$ cat src/hw/pmc_pkg.sv
// Package: codes, response codes and layout constants for the command decoder
package pmc_pkg;
	// Request main and sub codes
	localparam logic [7:0] PMC_MAIN_OPER = 8'h30;
	localparam logic [7:0] PMC_SUB_OPER = 8'h05;
	localparam logic [7:0] PMC_MAIN_ATTR = 8'h05;
	localparam logic [7:0] PMC_SUB_ATTR = 8'h03;
	localparam logic [7:0] PMC_MAIN_STAT = 8'h06;
	localparam logic [7:0] PMC_SUB_STAT = 8'h01;
	// Instruction codes
	localparam logic [7:0] PMC_INS_WRPERM = 8'h00;
	localparam logic [7:0] PMC_INS_FZERO = 8'h03;
	localparam logic [7:0] PMC_INS_SWRST = 8'h06;
	localparam logic [7:0] PMC_INS_AREA1 = 8'h07;
	localparam logic [7:0] PMC_INS_PROT = 8'h08;
	// Related information values
	localparam logic [7:0] PMC_REL_OFF = 8'h00;
	localparam logic [7:0] PMC_REL_ON = 8'h01;
	// Response codes
	localparam logic [15:0] PMC_RSP_OK = 16'h0000;
	localparam logic [15:0] PMC_RSP_LONG = 16'h1001;
	localparam logic [15:0] PMC_RSP_NVM = 16'h2203;
	localparam logic [15:0] PMC_RSP_OPERR = 16'h2203;
	localparam logic [15:0] PMC_RSP_BADCMD = 16'h0401;
	// Attribute data
	localparam logic [15:0] PMC_BUF_SIZE = 16'h0068;
	localparam int PMC_NAME_LEN = 10;
	localparam logic [7:0] PMC_BLANK = 8'h20;
	// Lockout value that forbids entering setting area 1
	localparam logic [1:0] PMC_LOCK_NOAREA1 = 2'h2;
	// Status byte bit positions and unknown marker
	localparam int PMC_ST_NOVAL = 0;
	localparam int PMC_ST_RANGE = 1;
	localparam int PMC_ST_ANOM = 2;
	localparam logic [7:0] PMC_ST_UNKNOWN = 8'hFF;
	// Operation status values
	localparam logic [7:0] PMC_OPS_RUN = 8'h00;
	localparam logic [7:0] PMC_OPS_SUSP = 8'h01;
	// Register port offsets
	localparam logic [3:0] PMC_A_CMD = 4'h0;
	localparam logic [3:0] PMC_A_ARG = 4'h1;
	localparam logic [3:0] PMC_A_GO = 4'h2;
	localparam logic [3:0] PMC_A_RSP = 4'h3;
	localparam logic [3:0] PMC_A_DATA = 4'h4;
	localparam logic [3:0] PMC_A_STATE = 4'h5;
	localparam logic [3:0] PMC_A_NAME = 4'h6;
	localparam logic [3:0] PMC_A_NAME_LAST = 4'h8;
	// Area states
	typedef enum logic [1:0] {PMC_AREA0, PMC_AREA1, PMC_PROTECT} pmc_area_type;
endpackage

$ cat src/hw/pmc_cond_if.sv
// Interface: condition summary between the decoder and its evaluator
`timescale 1ns/1ps
interface pmc_cond_if;
	logic [2:0] meas_flags;
	logic fz_block;
	logic [7:0] op_status;
	logic [7:0] rel_info;
	modport eval (
		input meas_flags,
		output fz_block,
		output op_status,
		output rel_info
	);
	modport user (
		output meas_flags,
		input fz_block,
		input op_status,
		input rel_info
	);
endinterface

$ cat src/hw/pmc_cond_eval.sv
// Module: measurement condition evaluator for zero forcing and status read
`timescale 1ns/1ps
module pmc_cond_eval
	import pmc_pkg::*;
(
	input wire logic hold_evt_i,
	input wire logic in_area1_i,
	pmc_cond_if.eval c
);
	// Status byte and forced-zero block
	always_comb begin
		c.rel_info = 8'h00;
		c.rel_info[PMC_ST_NOVAL] = c.meas_flags[0];
		c.rel_info[PMC_ST_RANGE] = c.meas_flags[1];
		c.rel_info[PMC_ST_ANOM] = c.meas_flags[2];
		if (in_area1_i) begin
			c.rel_info = PMC_ST_UNKNOWN;
		end
		c.op_status = (|c.meas_flags) ? PMC_OPS_SUSP : PMC_OPS_RUN;
		c.fz_block = (|c.meas_flags) | hold_evt_i;
	end
endmodule // pmc_cond_eval

$ cat src/hw/pmc_decoder.sv
// Module: operation, attribute and status command decoder of a panel meter
// ---------------------------------------------------------------------
// Functional notes
// - 30/05/00 sets or clears write permission
// - Permission off rejects writing instructions
// - Permission instruction accepted in every area state
// - Code 03 cancels or executes zero forcing
// - Zero forcing in area 1 errors
// - Zero forcing errors on bad measurement
// - Zero forcing errors under value hold
// - Code 06 restarts to power-on state
// - Software reset sends no response
// - Code 07 moves area 0 to 1
// - Move to area 1 ignored there
// - Lockout value 2 makes move error
// - Code 08 to protect; area 1 errors
// - Attribute read returns buffer size; 10-byte blank-padded name read at register port
// - Buffer size always 0068 hex
// - Attribute and status reads accepted in every area state
// - Read codes 0000, 1001, 2203
// - Status 00 normal, 01 suspended
// - Area 1 gives unknown related information
// ---------------------------------------------------------------------
`timescale 1ns/1ps
module pmc_decoder
	import pmc_pkg::*;
#(
	// Model name, arbitrary neutral value
	parameter logic [8*PMC_NAME_LEN-1:0] MODEL_NAME = "PMETER1   "
)
(
	input wire logic clk_i,
	input wire logic sys_rst_i,
	input wire logic [3:0] addr_i,
	input wire logic [31:0] wdata_i,
	input wire logic wr_i,
	input wire logic rd_i,
	output logic [31:0] rdata_o,
	input wire logic no_value_i,
	input wire logic range_over_i,
	input wire logic anomaly_i,
	input wire logic hold_evt_i,
	input wire logic nvm_fault_i,
	input wire logic [1:0] init_lockout_i,
	output logic wr_perm_o,
	output logic fz_active_o,
	output logic [1:0] area_o,
	output logic soft_rst_o,
	output logic rsp_valid_o,
	output logic [31:0] rsp_o
);
	// -----------------------------------------------------------------
	// Pin synchronisers
	// -----------------------------------------------------------------
	logic [3:0] s1_q;
	logic [3:0] s2_q;
	logic [3:0] s3_q;
	logic [3:0] cond_q;
	logic [3:0] raw;
	assign raw = {hold_evt_i, anomaly_i, range_over_i, no_value_i};
	genvar gi;
	generate
		for (gi = 0; gi < 4; gi++) begin : g_sync
			// Three-stage sync; accept when last two agree
			// Agreement filters a level caught mid-change
			always_ff @(posedge clk_i) begin
				if (sys_rst_i) begin
					s1_q[gi] <= 1'b0;
					s2_q[gi] <= 1'b0;
					s3_q[gi] <= 1'b0;
					cond_q[gi] <= 1'b0;
				end else begin
					s1_q[gi] <= raw[gi];
					s2_q[gi] <= s1_q[gi];
					s3_q[gi] <= s2_q[gi];
					if (s2_q[gi] == s3_q[gi]) begin
						cond_q[gi] <= s3_q[gi];
					end
				end
			end
		end
	endgenerate

	// -----------------------------------------------------------------
	// Command registers
	// -----------------------------------------------------------------
	logic [15:0] cmd_q;
	logic [15:0] arg_q;
	logic [7:0] len_q;
	logic go_q;
	// Latch command, argument and length; GO starts decode
	always_ff @(posedge clk_i) begin
		if (sys_rst_i) begin
			cmd_q <= 16'h0000;
			arg_q <= 16'h0000;
			len_q <= 8'h00;
			go_q <= 1'b0;
		end else begin
			go_q <= wr_i && (addr_i == PMC_A_GO);
			if (wr_i && addr_i == PMC_A_CMD) begin
				cmd_q <= wdata_i[15:0];
			end
			if (wr_i && addr_i == PMC_A_ARG) begin
				arg_q <= wdata_i[15:0];
				len_q <= wdata_i[23:16];
			end
		end
	end

	// -----------------------------------------------------------------
	// Condition evaluator
	// -----------------------------------------------------------------
	// Evaluator sees synchronised pin levels and the area 1 state
	pmc_area_type area_q;
	pmc_cond_if cif ();
	assign cif.meas_flags = cond_q[2:0];
	pmc_cond_eval u_eval (
		.hold_evt_i(cond_q[3]),
		.in_area1_i(area_q == PMC_AREA1),
		.c(cif)
	);

	// -----------------------------------------------------------------
	// Decode
	// -----------------------------------------------------------------
	logic [7:0] main_request_code;
	logic [7:0] sub_request_code;
	logic [7:0] ins;
	logic [7:0] rel;
	logic is_oper;
	logic is_attr;
	logic is_stat;
	logic too_long;
	assign main_request_code = cmd_q[15:8];
	assign sub_request_code = cmd_q[7:0];
	assign ins = arg_q[15:8];
	assign rel = arg_q[7:0];
	assign is_oper = main_request_code == PMC_MAIN_OPER
		&& sub_request_code == PMC_SUB_OPER;
	assign is_attr = main_request_code == PMC_MAIN_ATTR
		&& sub_request_code == PMC_SUB_ATTR;
	assign is_stat = main_request_code == PMC_MAIN_STAT
		&& sub_request_code == PMC_SUB_STAT;
	// Reads carry no argument; any length is over
	assign too_long = len_q != 8'h00;

	logic wr_perm_d;
	logic fz_d;
	pmc_area_type area_d;
	logic srst_d;
	logic rsp_d;
	logic [15:0] code_d;
	logic [15:0] data_d;
	// Instruction evaluation
	always_comb begin
		wr_perm_d = wr_perm_o;
		fz_d = fz_active_o;
		area_d = area_q;
		srst_d = 1'b0;
		rsp_d = 1'b0;
		code_d = PMC_RSP_OK;
		data_d = 16'h0000;
		if (go_q) begin
			rsp_d = 1'b1;
			if (is_attr || is_stat) begin
				if (too_long) begin
					code_d = PMC_RSP_LONG;
				end else if (nvm_fault_i) begin
					code_d = PMC_RSP_NVM;
				end else if (is_attr) begin
					data_d = PMC_BUF_SIZE;
				end else begin
					data_d = {cif.op_status, cif.rel_info};
				end
			end else if (!is_oper) begin
				code_d = PMC_RSP_BADCMD;
			end else if (ins == PMC_INS_WRPERM) begin
				if (rel == PMC_REL_OFF || rel == PMC_REL_ON) begin
					wr_perm_d = rel[0];
				end else begin
					code_d = PMC_RSP_OPERR;
				end
			end else if (!wr_perm_o) begin
				code_d = PMC_RSP_OPERR;
			end else begin
				case (ins)
					PMC_INS_FZERO: begin
						if (area_q == PMC_AREA1 || cif.fz_block
							|| rel > PMC_REL_ON) begin
							code_d = PMC_RSP_OPERR;
						end else begin
							fz_d = rel[0];
						end
					end
					PMC_INS_SWRST: begin
						if (rel == PMC_REL_OFF) begin
							srst_d = 1'b1;
							rsp_d = 1'b0;
						end else begin
							code_d = PMC_RSP_OPERR;
						end
					end
					PMC_INS_AREA1: begin
						if (area_q == PMC_AREA1) begin
							rsp_d = 1'b0;
						end else if (init_lockout_i == PMC_LOCK_NOAREA1
							|| rel != PMC_REL_OFF) begin
							code_d = PMC_RSP_OPERR;
						end else begin
							area_d = PMC_AREA1;
						end
					end
					PMC_INS_PROT: begin
						if (area_q == PMC_AREA1 || rel != PMC_REL_OFF) begin
							code_d = PMC_RSP_OPERR;
						end else begin
							area_d = PMC_PROTECT;
						end
					end
					default: begin
						code_d = PMC_RSP_OPERR;
					end
				endcase
			end
		end
	end

	// -----------------------------------------------------------------
	// State and response registers
	// -----------------------------------------------------------------
	// Device state; software reset returns power-on values
	always_ff @(posedge clk_i) begin
		if (sys_rst_i || soft_rst_o) begin
			wr_perm_o <= 1'b0;
			fz_active_o <= 1'b0;
			area_q <= PMC_AREA0;
		end else begin
			wr_perm_o <= wr_perm_d;
			fz_active_o <= fz_d;
			area_q <= area_d;
		end
	end

	// Software reset pulse
	// One cycle wide, so state clears at the following edge
	always_ff @(posedge clk_i) begin
		if (sys_rst_i) begin
			soft_rst_o <= 1'b0;
		end else begin
			soft_rst_o <= srst_d;
		end
	end

	// Codes of the request last answered, kept for the echo
	logic [15:0] echo_q;
	always_ff @(posedge clk_i) begin
		if (sys_rst_i) begin
			rsp_valid_o <= 1'b0;
			rsp_o <= 32'h0000_0000;
			echo_q <= 16'h0000;
		end else begin
			rsp_valid_o <= rsp_d;
			if (rsp_d) begin
				rsp_o <= {code_d, data_d};
				echo_q <= cmd_q;
			end
		end
	end

	// Area output; both resets return it to area 0
	always_ff @(posedge clk_i) begin
		if (sys_rst_i || soft_rst_o) begin
			area_o <= 2'h0;
		end else begin
			area_o <= area_d;
		end
	end

	// -----------------------------------------------------------------
	// Register read port
	// -----------------------------------------------------------------
	logic [3:0] nidx;
	logic [4:0] nbase;
	assign nidx = addr_i - PMC_A_NAME;
	assign nbase = 5'(nidx) << 2;
	// Read data valid the cycle after the strobe
	// Reads have no side effects; the word holds until the next read
	always_ff @(posedge clk_i) begin
		if (sys_rst_i) begin
			rdata_o <= 32'h0000_0000;
		end else if (rd_i) begin
			case (addr_i)
				PMC_A_CMD: rdata_o <= {16'h0000, cmd_q};
				PMC_A_ARG: rdata_o <= {8'h00, len_q, arg_q};
				PMC_A_RSP: rdata_o <= {echo_q, rsp_o[31:16]};
				PMC_A_DATA: rdata_o <= {16'h0000, rsp_o[15:0]};
				PMC_A_STATE: rdata_o <= {27'h0, cond_q[3],
					fz_active_o, wr_perm_o, 2'(area_q)};
				PMC_A_NAME, PMC_A_NAME + 4'h1, PMC_A_NAME_LAST: begin
					rdata_o <= name_word(nbase);
				end
				default: rdata_o <= 32'h0000_0000;
			endcase
		end
	end

	// -----------------------------------------------------------------
	// Model name lookup
	// -----------------------------------------------------------------
	// Four name bytes, first byte high; blanks past the end
	function automatic logic [31:0] name_word(input logic [4:0] b);
		logic [31:0] w;
		w = 32'h0000_0000;
		for (int k = 0; k < 4; k++) begin
			if (int'(b) + k < PMC_NAME_LEN) begin
				w[31-8*k -: 8] =
					MODEL_NAME[8*(PMC_NAME_LEN-1-(int'(b)+k)) +: 8];
			end else begin
				w[31-8*k -: 8] = PMC_BLANK;
			end
		end
		return w;
	endfunction
endmodule // pmc_decoder

$ cat config.mk
export PLATFORM = sky130hd
export DESIGN_NAME = pmc_decoder
export DESIGN_NICKNAME = d
export VERILOG_FILES = /design/src/hw/pmc_pkg.sv /design/src/hw/pmc_cond_if.sv /design/src/hw/pmc_cond_eval.sv /design/src/hw/pmc_decoder.sv
export SDC_FILE = /design/constraint.sdc
export NUM_CORES = 1
export LEC_CHECK = 0
export ABC_AREA = 1
export BUFFER_PORTS_ARGS = -buffer_cell sky130_fd_sc_hd__buf_2
export CELL_PAD_IN_SITES_DETAIL_PLACEMENT = 0
export CELL_PAD_IN_SITES_GLOBAL_PLACEMENT = 2
export CORE_ASPECT_RATIO = 0.6
export CORE_UTILIZATION = 31
export CTS_CLUSTER_SIZE = 16
export DETAILED_ROUTE_END_ITERATION = 8
export PLACE_DENSITY = 0.8
export SLEW_MARGIN = 20
export SYNTH_ARGS = -nofsm -noshare
export SYNTH_HDL_FRONTEND = slang
export SYNTH_SLANG_ARGS = --single-unit
$ cat constraint.sdc
create_clock -name clk_i -period 1.9 [get_ports clk_i]
set_input_delay 0.095 -clock clk_i [delete_from_list [all_inputs] [get_ports clk_i]]
set_output_delay 0.095 -clock clk_i [all_outputs]
set_load 0.01 [all_outputs]
# ---- After elaboration in Yosys (flattened, before gate mapping)
# Index checks and enable logic that the tools add are counted.
dict set report word_totals {
  ff_bits 143
  out_inout_bits 70
  wordCells 145
}
dict set report classes {
  addsub 8
  magnitude_cmp 5
  eq_ne 28
  n_shift 4
  muxes 39
  bitwise 8
  n_reduce_logical 25
}
# operator n
set ops {}
lappend ops {{$shiftx 80x10->8 const A} 3}
lappend ops {{$pmux 32 s6} 1}
lappend ops {{$mux 16} 10}
lappend ops {{$mux 14} 8}
lappend ops {{$lt 32x5->1 const B} 3}
lappend ops {{$shiftx 80x9->8 const A} 1}
lappend ops {{$pmux 16 s4} 1}
lappend ops {{$eq 8x3->1 const B} 5}
lappend ops {{$mux 8} 5}
lappend ops {{$sub 4x6->7 const A} 3}
lappend ops {{$eq 4x3->1 const B} 4}
lappend ops {{$eq 8x1->1 const B} 2}
lappend ops {{$eq 8x2->1 const B} 2}
lappend ops {{$logic_not 8->1} 2}
lappend ops {{$reduce_bool 8->1} 2}
lappend ops {{$add 5x2->6 const B} 2}
lappend ops {{$mux 1} 9}
lappend ops {{$reduce_and 9->1} 1}
lappend ops {{$eq 4x2->1 const B} 2}
lappend ops {{$eq 8x4->1 const B} 1}
lappend ops {{$eq 8x6->1 const B} 1}
lappend ops {{$gt 8x1->1 const B} 1}
lappend ops {{$logic_or 1x1->1} 7}
lappend ops {{$not 1->1} 7}
lappend ops {{other kinds (21)} 34}

# ---- Logic depth before layout (Yosys ltp)
dict set report depth {
  ltp_word 11
  depth_mapped 12
}

# ---- Modules after synthesis
# Synthesis repeated with hierarchy kept, for this count alone.
dict set report hier_totals {
  cells_unflattened 861
  area_unflattened_um2 6079.6
}
# module n_inst cells_per_inst area_per_inst_um2
set by_module_without_submodules {}
lappend by_module_without_submodules {pmc_decoder 1 840 5947.0}
lappend by_module_without_submodules {pmc_cond_eval 1 21 132.6}

# ---- Least setup slack after synthesis
# OpenSTA, ideal clock, no wires.
dict set report synth_path {
  kind {flip-flop to flip-flop}
  from {reg arg_q[14]}
  to {reg echo_q[4]}
  arrival_time_ps 1371
  slack_ps 412
  path_stages_with_launch 11
  n_path_buf 2
  synth_period_minus_slack_ps 1488
  path_cell_list {dfxtp_1 > nor2_2 > nand2_4 > nor3_4 > nand2_1 > nand2_1 > nand3_2 > nand2_4 > buf_6 > buf_12 > a21oi_2}
}
dict set report synth_via {
  elab_chain_len 7
  elab_cells_between_ends 9
}
# element line_no
set synth_rtl {}
lappend synth_rtl {{from (decl)} pmc_decoder.sv:88} ;# logic [15:0] arg_q;
lappend synth_rtl {{from (signal assigned)} pmc_decoder.sv:104} ;# arg_q <= wdata_i[15:0];
lappend synth_rtl {{$eq 8x3->1} pmc_decoder.sv:186} ;# case (ins)
lappend synth_rtl {{$pmux 1 s2} pmc_decoder.sv:186}
lappend synth_rtl {{$mux 1} pmc_decoder.sv:183} ;# end else if (!wr_perm_o) begin
lappend synth_rtl {{$mux 1 *} pmc_decoder.sv:177} ;# end else if (ins == PMC_INS_WRPERM) begin
lappend synth_rtl {{$mux 1 *} pmc_decoder.sv:175} ;# end else if (!is_oper) begin
lappend synth_rtl {{$mux 1 *} pmc_decoder.sv:165} ;# if (is_attr || is_stat) begin
lappend synth_rtl {{$mux 1 *} pmc_decoder.sv:163} ;# if (go_q) begin
lappend synth_rtl {{to (signal assigned)} pmc_decoder.sv:265} ;# echo_q <= cmd_q;
lappend synth_rtl {{to (decl)} pmc_decoder.sv:255} ;# logic [15:0] echo_q;
# Every way passes the cells marked *; elsewhere a longest branch is shown, timed or not.
# A chain may end at the register's enable or synchronous reset.

# ---- Worst setup path in the final report
dict set report layout_path {
  from {reg cmd_q[7]}
  to {reg echo_q[10]}
}
dict set report layout_via {
  elab_chain_len 5
  elab_cells_between_ends 10
}
# element line_no
set layout_rtl {}
lappend layout_rtl {{from (decl)} pmc_decoder.sv:87} ;# logic [15:0] cmd_q;
lappend layout_rtl {{from (signal assigned)} pmc_decoder.sv:101} ;# cmd_q <= wdata_i[15:0];
lappend layout_rtl {{$eq 8x3->1, or another cell as far along} pmc_decoder.sv:139} ;# && sub_request_code == PMC_SUB_OPER;
lappend layout_rtl {{$logic_and 1x1->1, on equally long branches} {pmc_decoder.sv:139, pmc_decoder.sv:141, pmc_decoder.sv:143}}
lappend layout_rtl {{$mux 1 / $logic_or 1x1->1 (equally long branches)} {pmc_decoder.sv:175, pmc_decoder.sv:165}}
lappend layout_rtl {{$mux 1 *} pmc_decoder.sv:165}
lappend layout_rtl {{$mux 1 *} pmc_decoder.sv:163}
# Marked as above.

==> results.sh <==
export IMPL_run_status="completed"
export IMPL_dp_slack_ns=0.0681
export IMPL_hold_path_class="primary input to flip-flop"
export IMPL_io_buffers=91
export IMPL_synth_flop_cell="dfxtp_1"
export IMPL_grt_pass1_wl_microns=27200
export IMPL_min_to="cmd_q[3]"
export IMPL_clkSlewWorstSetupHoldPaths_ns=0.06
export IMPL_netlist_area_sq_um=5560
export IMPL_synth_top_family_by_area="compound AO/OA/AOI/OAI gates"
export IMPL_cts_setup_buffers=0
export IMPL_grt_max_degree=47
export IMPL_synth_simple_area_share_pct=20.2
export IMPL_grtUsageTotal_pct=19.6
export IMPL_hpwl_microns=13600
export IMPL_clock_path_buffers=2
export IMPL_drc_errors=0
export IMPL_synthArstFlopShare_pct=0
export IMPL_drv_cap=0
export IMPL_drt_iter0_drc=409
export IMPL_synth_edff_count=0
export IMPL_setup_violations=0
export IMPL_synth_compound_area_share_pct=21.8
export IMPL_endpoint_kind="flip-flop"
export IMPL_synth_top_area_cell="dfxtp_1"
export IMPL_grt_antenna_before_repair=0
export IMPL_reg2reg_depth=8
export IMPL_num_vias=5339
export IMPL_fin_crit_sh_pct=92.7
export IMPL_clk_latency_ns=0.42
export IMPL_min_path_cells=3
export IMPL_wirelength_microns=17800
export IMPL_wl_per_cell_microns=16.0
export IMPL_syn_to_final_growth_pct=27.3
export IMPL_cts_made_buffers=17
export IMPL_critPathRequiredTime_ns=2.25
export IMPL_r2r_end="echo_q[10]"
export IMPL_regToRegSetupSlack_ns=0.14
export IMPL_rsz0062_at_grt="no"
export IMPL_drive_above_1_share_pct=21.4
export IMPL_tightest_slew_ns=0.494
export IMPL_row_count=37
export IMPL_yosys_warnings=0
export IMPL_antenna_left=0
export IMPL_grt_ovfl_total=0
export IMPL_die_area_sq_um=18500
export IMPL_ios=117
export IMPL_post_route_min_period_ns=1.76
export IMPL_finalMaxSlewViolations=0
export IMPL_nNetsFinal=917
export IMPL_arrival_ns=2.11
export IMPL_final_common_cell="nand2_1"
export IMPL_start_util_pct=32.0
export IMPL_holdWs_ns=0.00660
export IMPL_tns_ns=0
export IMPL_power_density_nw_per_um2=877
export IMPL_synthXorXnorAreaFrac_pct=0.157
export IMPL_synth_seq_cells=121
export IMPL_yosysSeqAreaShare_pct=43.6
export IMPL_postLayoutSetupSlackWorst_ns=0.138
export IMPL_core_sq_um=17400
export IMPL_synth_top_area_share_pct=43.6
export IMPL_antenna_cells=0
export IMPL_grt_pass1_vias=4786
export IMPL_root_buffer="clkbuf_16"
export IMPL_final_util_pct=40.8
export IMPL_synth_area_leaders="dfxtp_1, nand2_1, a21oi_1, inv_1, o21ai_0"
export IMPL_hp_start="wdata_i[3]"
export IMPL_ir_worst_vdd_mv=0.492
export IMPL_cts_tree="done"
export IMPL_synthCells=744
export IMPL_routabilityCongestion=0.870
export IMPL_p_leak_nw=2.96
export IMPL_synthAdderAreaFrac_pct=1.57
export IMPL_startpoint_type="flip-flop"
export IMPL_fmax_ghz=0.568
export IMPL_worst_path_max_fanout=20
export IMPL_most_common_layout_cells="nand2_1, dfxtp_1, inv_1, buf_2, a21oi_1"
export IMPL_cts_htree_levels=4
export IMPL_final_hold_viol_count=0
export IMPL_crit_type="flip-flop to flip-flop"
export IMPL_clock_skew_ns=0.0119
export IMPL_die_y_microns=106
export IMPL_yosys_mux_area_fraction_pct=0
export IMPL_syn_area_per_cell_sq_um=7.48
export IMPL_r2r_start="cmd_q[7]"
export IMPL_cts_sinks=121
export IMPL_relSlewSlack_pct=66.8
export IMPL_die_w_microns=175
export IMPL_synth_cell_type_count=42
export IMPL_dr_pass1_iters=5
export IMPL_vias_per_cell=4.81
state kept, by name, summed over array words and instances (netlist names), 3 cells and up:
| register | count |
|---|---|
| cif.meas_flags | 3 |
| rsp_o | 10 |
| rdata_o | 32 |
| len_q | 8 |
| cmd_q | 16 |
| arg_q | 16 |
| echo_q | 16 |
| s2_q | 4 |
| s1_q | 4 |
| s3_q | 4 |
report_power, final:
group	total [mW]	switching [mW]	internal (mW)
Combinational	0.460	0.295	0.165
Clock	3.15	1.20	1.95
Sequential	2.60	0.0240	2.58
synth_stat cells, types with 2 or more instances:
cell / count
a21oi_2: 13
o21ai_2: 4
ha_1: 7
buf_1: 3
nand2_1: 132
nor4_1: 2
o211ai_1: 6
nor2_2: 6
o21ai_0: 60
nand2_2: 2
inv_2: 4
a211oi_1: 4
nor3_1: 9
o221ai_1: 8
o22ai_1: 9
nor2_4: 3
inv_1: 91
o2111ai_1: 4
nand2_4: 2
nor2_1: 44
nand4_1: 6
nor3_4: 2
a21oi_1: 86
dfxtp_1: 121
o21ai_1: 13
clkbuf_1: 27
buf_4: 22
nand3_1: 38
buf_6: 3
cells by family (layout without fill, tap and decap cells):
logic type | after synthesis | in the layout
buf+inv | 154 | 269
flops | 121 | 121
fa+ha+maj | 7 | 7
compound gates | 210 | 210
simple gates | 250 | 250
xor+xnor | 1 | 1
other cells | 1 | 17
what timing repair did:
action,CTS,global route
hold buffers,25,0
hold endpoints to repair,27,0
gates resized for setup,0,1
endpoints found under the setup margin,0,5
worst max-delay path by stage:
stage,from,endpoint,slack [ns],cells past startpoint
6_report,cmd_q[7],echo_q[10],0.14,8
5_1_grt,cmd_q[7],echo_q[2],0.008,8
4_1_cts,cmd_q[7],echo_q[10],0.15,8
3_5_place_dp,addr_i[1],rdata_o[18],0.07,9
3_3_place_gp,addr_i[1],rdata_o[2],0.09,10
2_1_floorplan,arg_q[14],echo_q[4],0.41,10
worst max-delay path, stage by stage (launching register included):
cell and delay, ns:
dfxtp_1 0.31, inv_1 0.12, nand4_2 0.24, nor3_4 0.34, nand3_2 0.13, nand2_4 0.15, buf_12 0.18, o21ai_1 0.10
a21oi_2 0.12
area by class of cell:
class / count / area (sq um)
inverters: 97 / 367
clock inverters: 12 / 128
repair buffers: 141 / 931
well taps: 234 / 293
flip-flops and latches: 121 / 2420
fillers: 1814 / 10300
multi-input cells: 485 / 2500
clock buffers: 19 / 443
through the flow:
step | area [sq um] | power [mW] | instances
2_1_floorplan | 5620 | 2.93 | 760
3_3_place_gp | 6260 | 3.07 | 1053
3_5_place_dp | 6260 | 3.07 | 1053
4_1_cts | 7080 | 6.26 | 1109
5_1_grt | 7080 | 6.44 | 1109
6_report | 7080 | 6.21 | 1109
routing by layer:
layer	track usage, %	wire, microns	vias to the layer above
li1	-	-	2666
met1	31.4	9880	2480
met2	25.1	6650	176
met3	4.26	1090	17
met4	5.22	166	0
met5	0	0	-
Power figures use the tool's default switching activity.
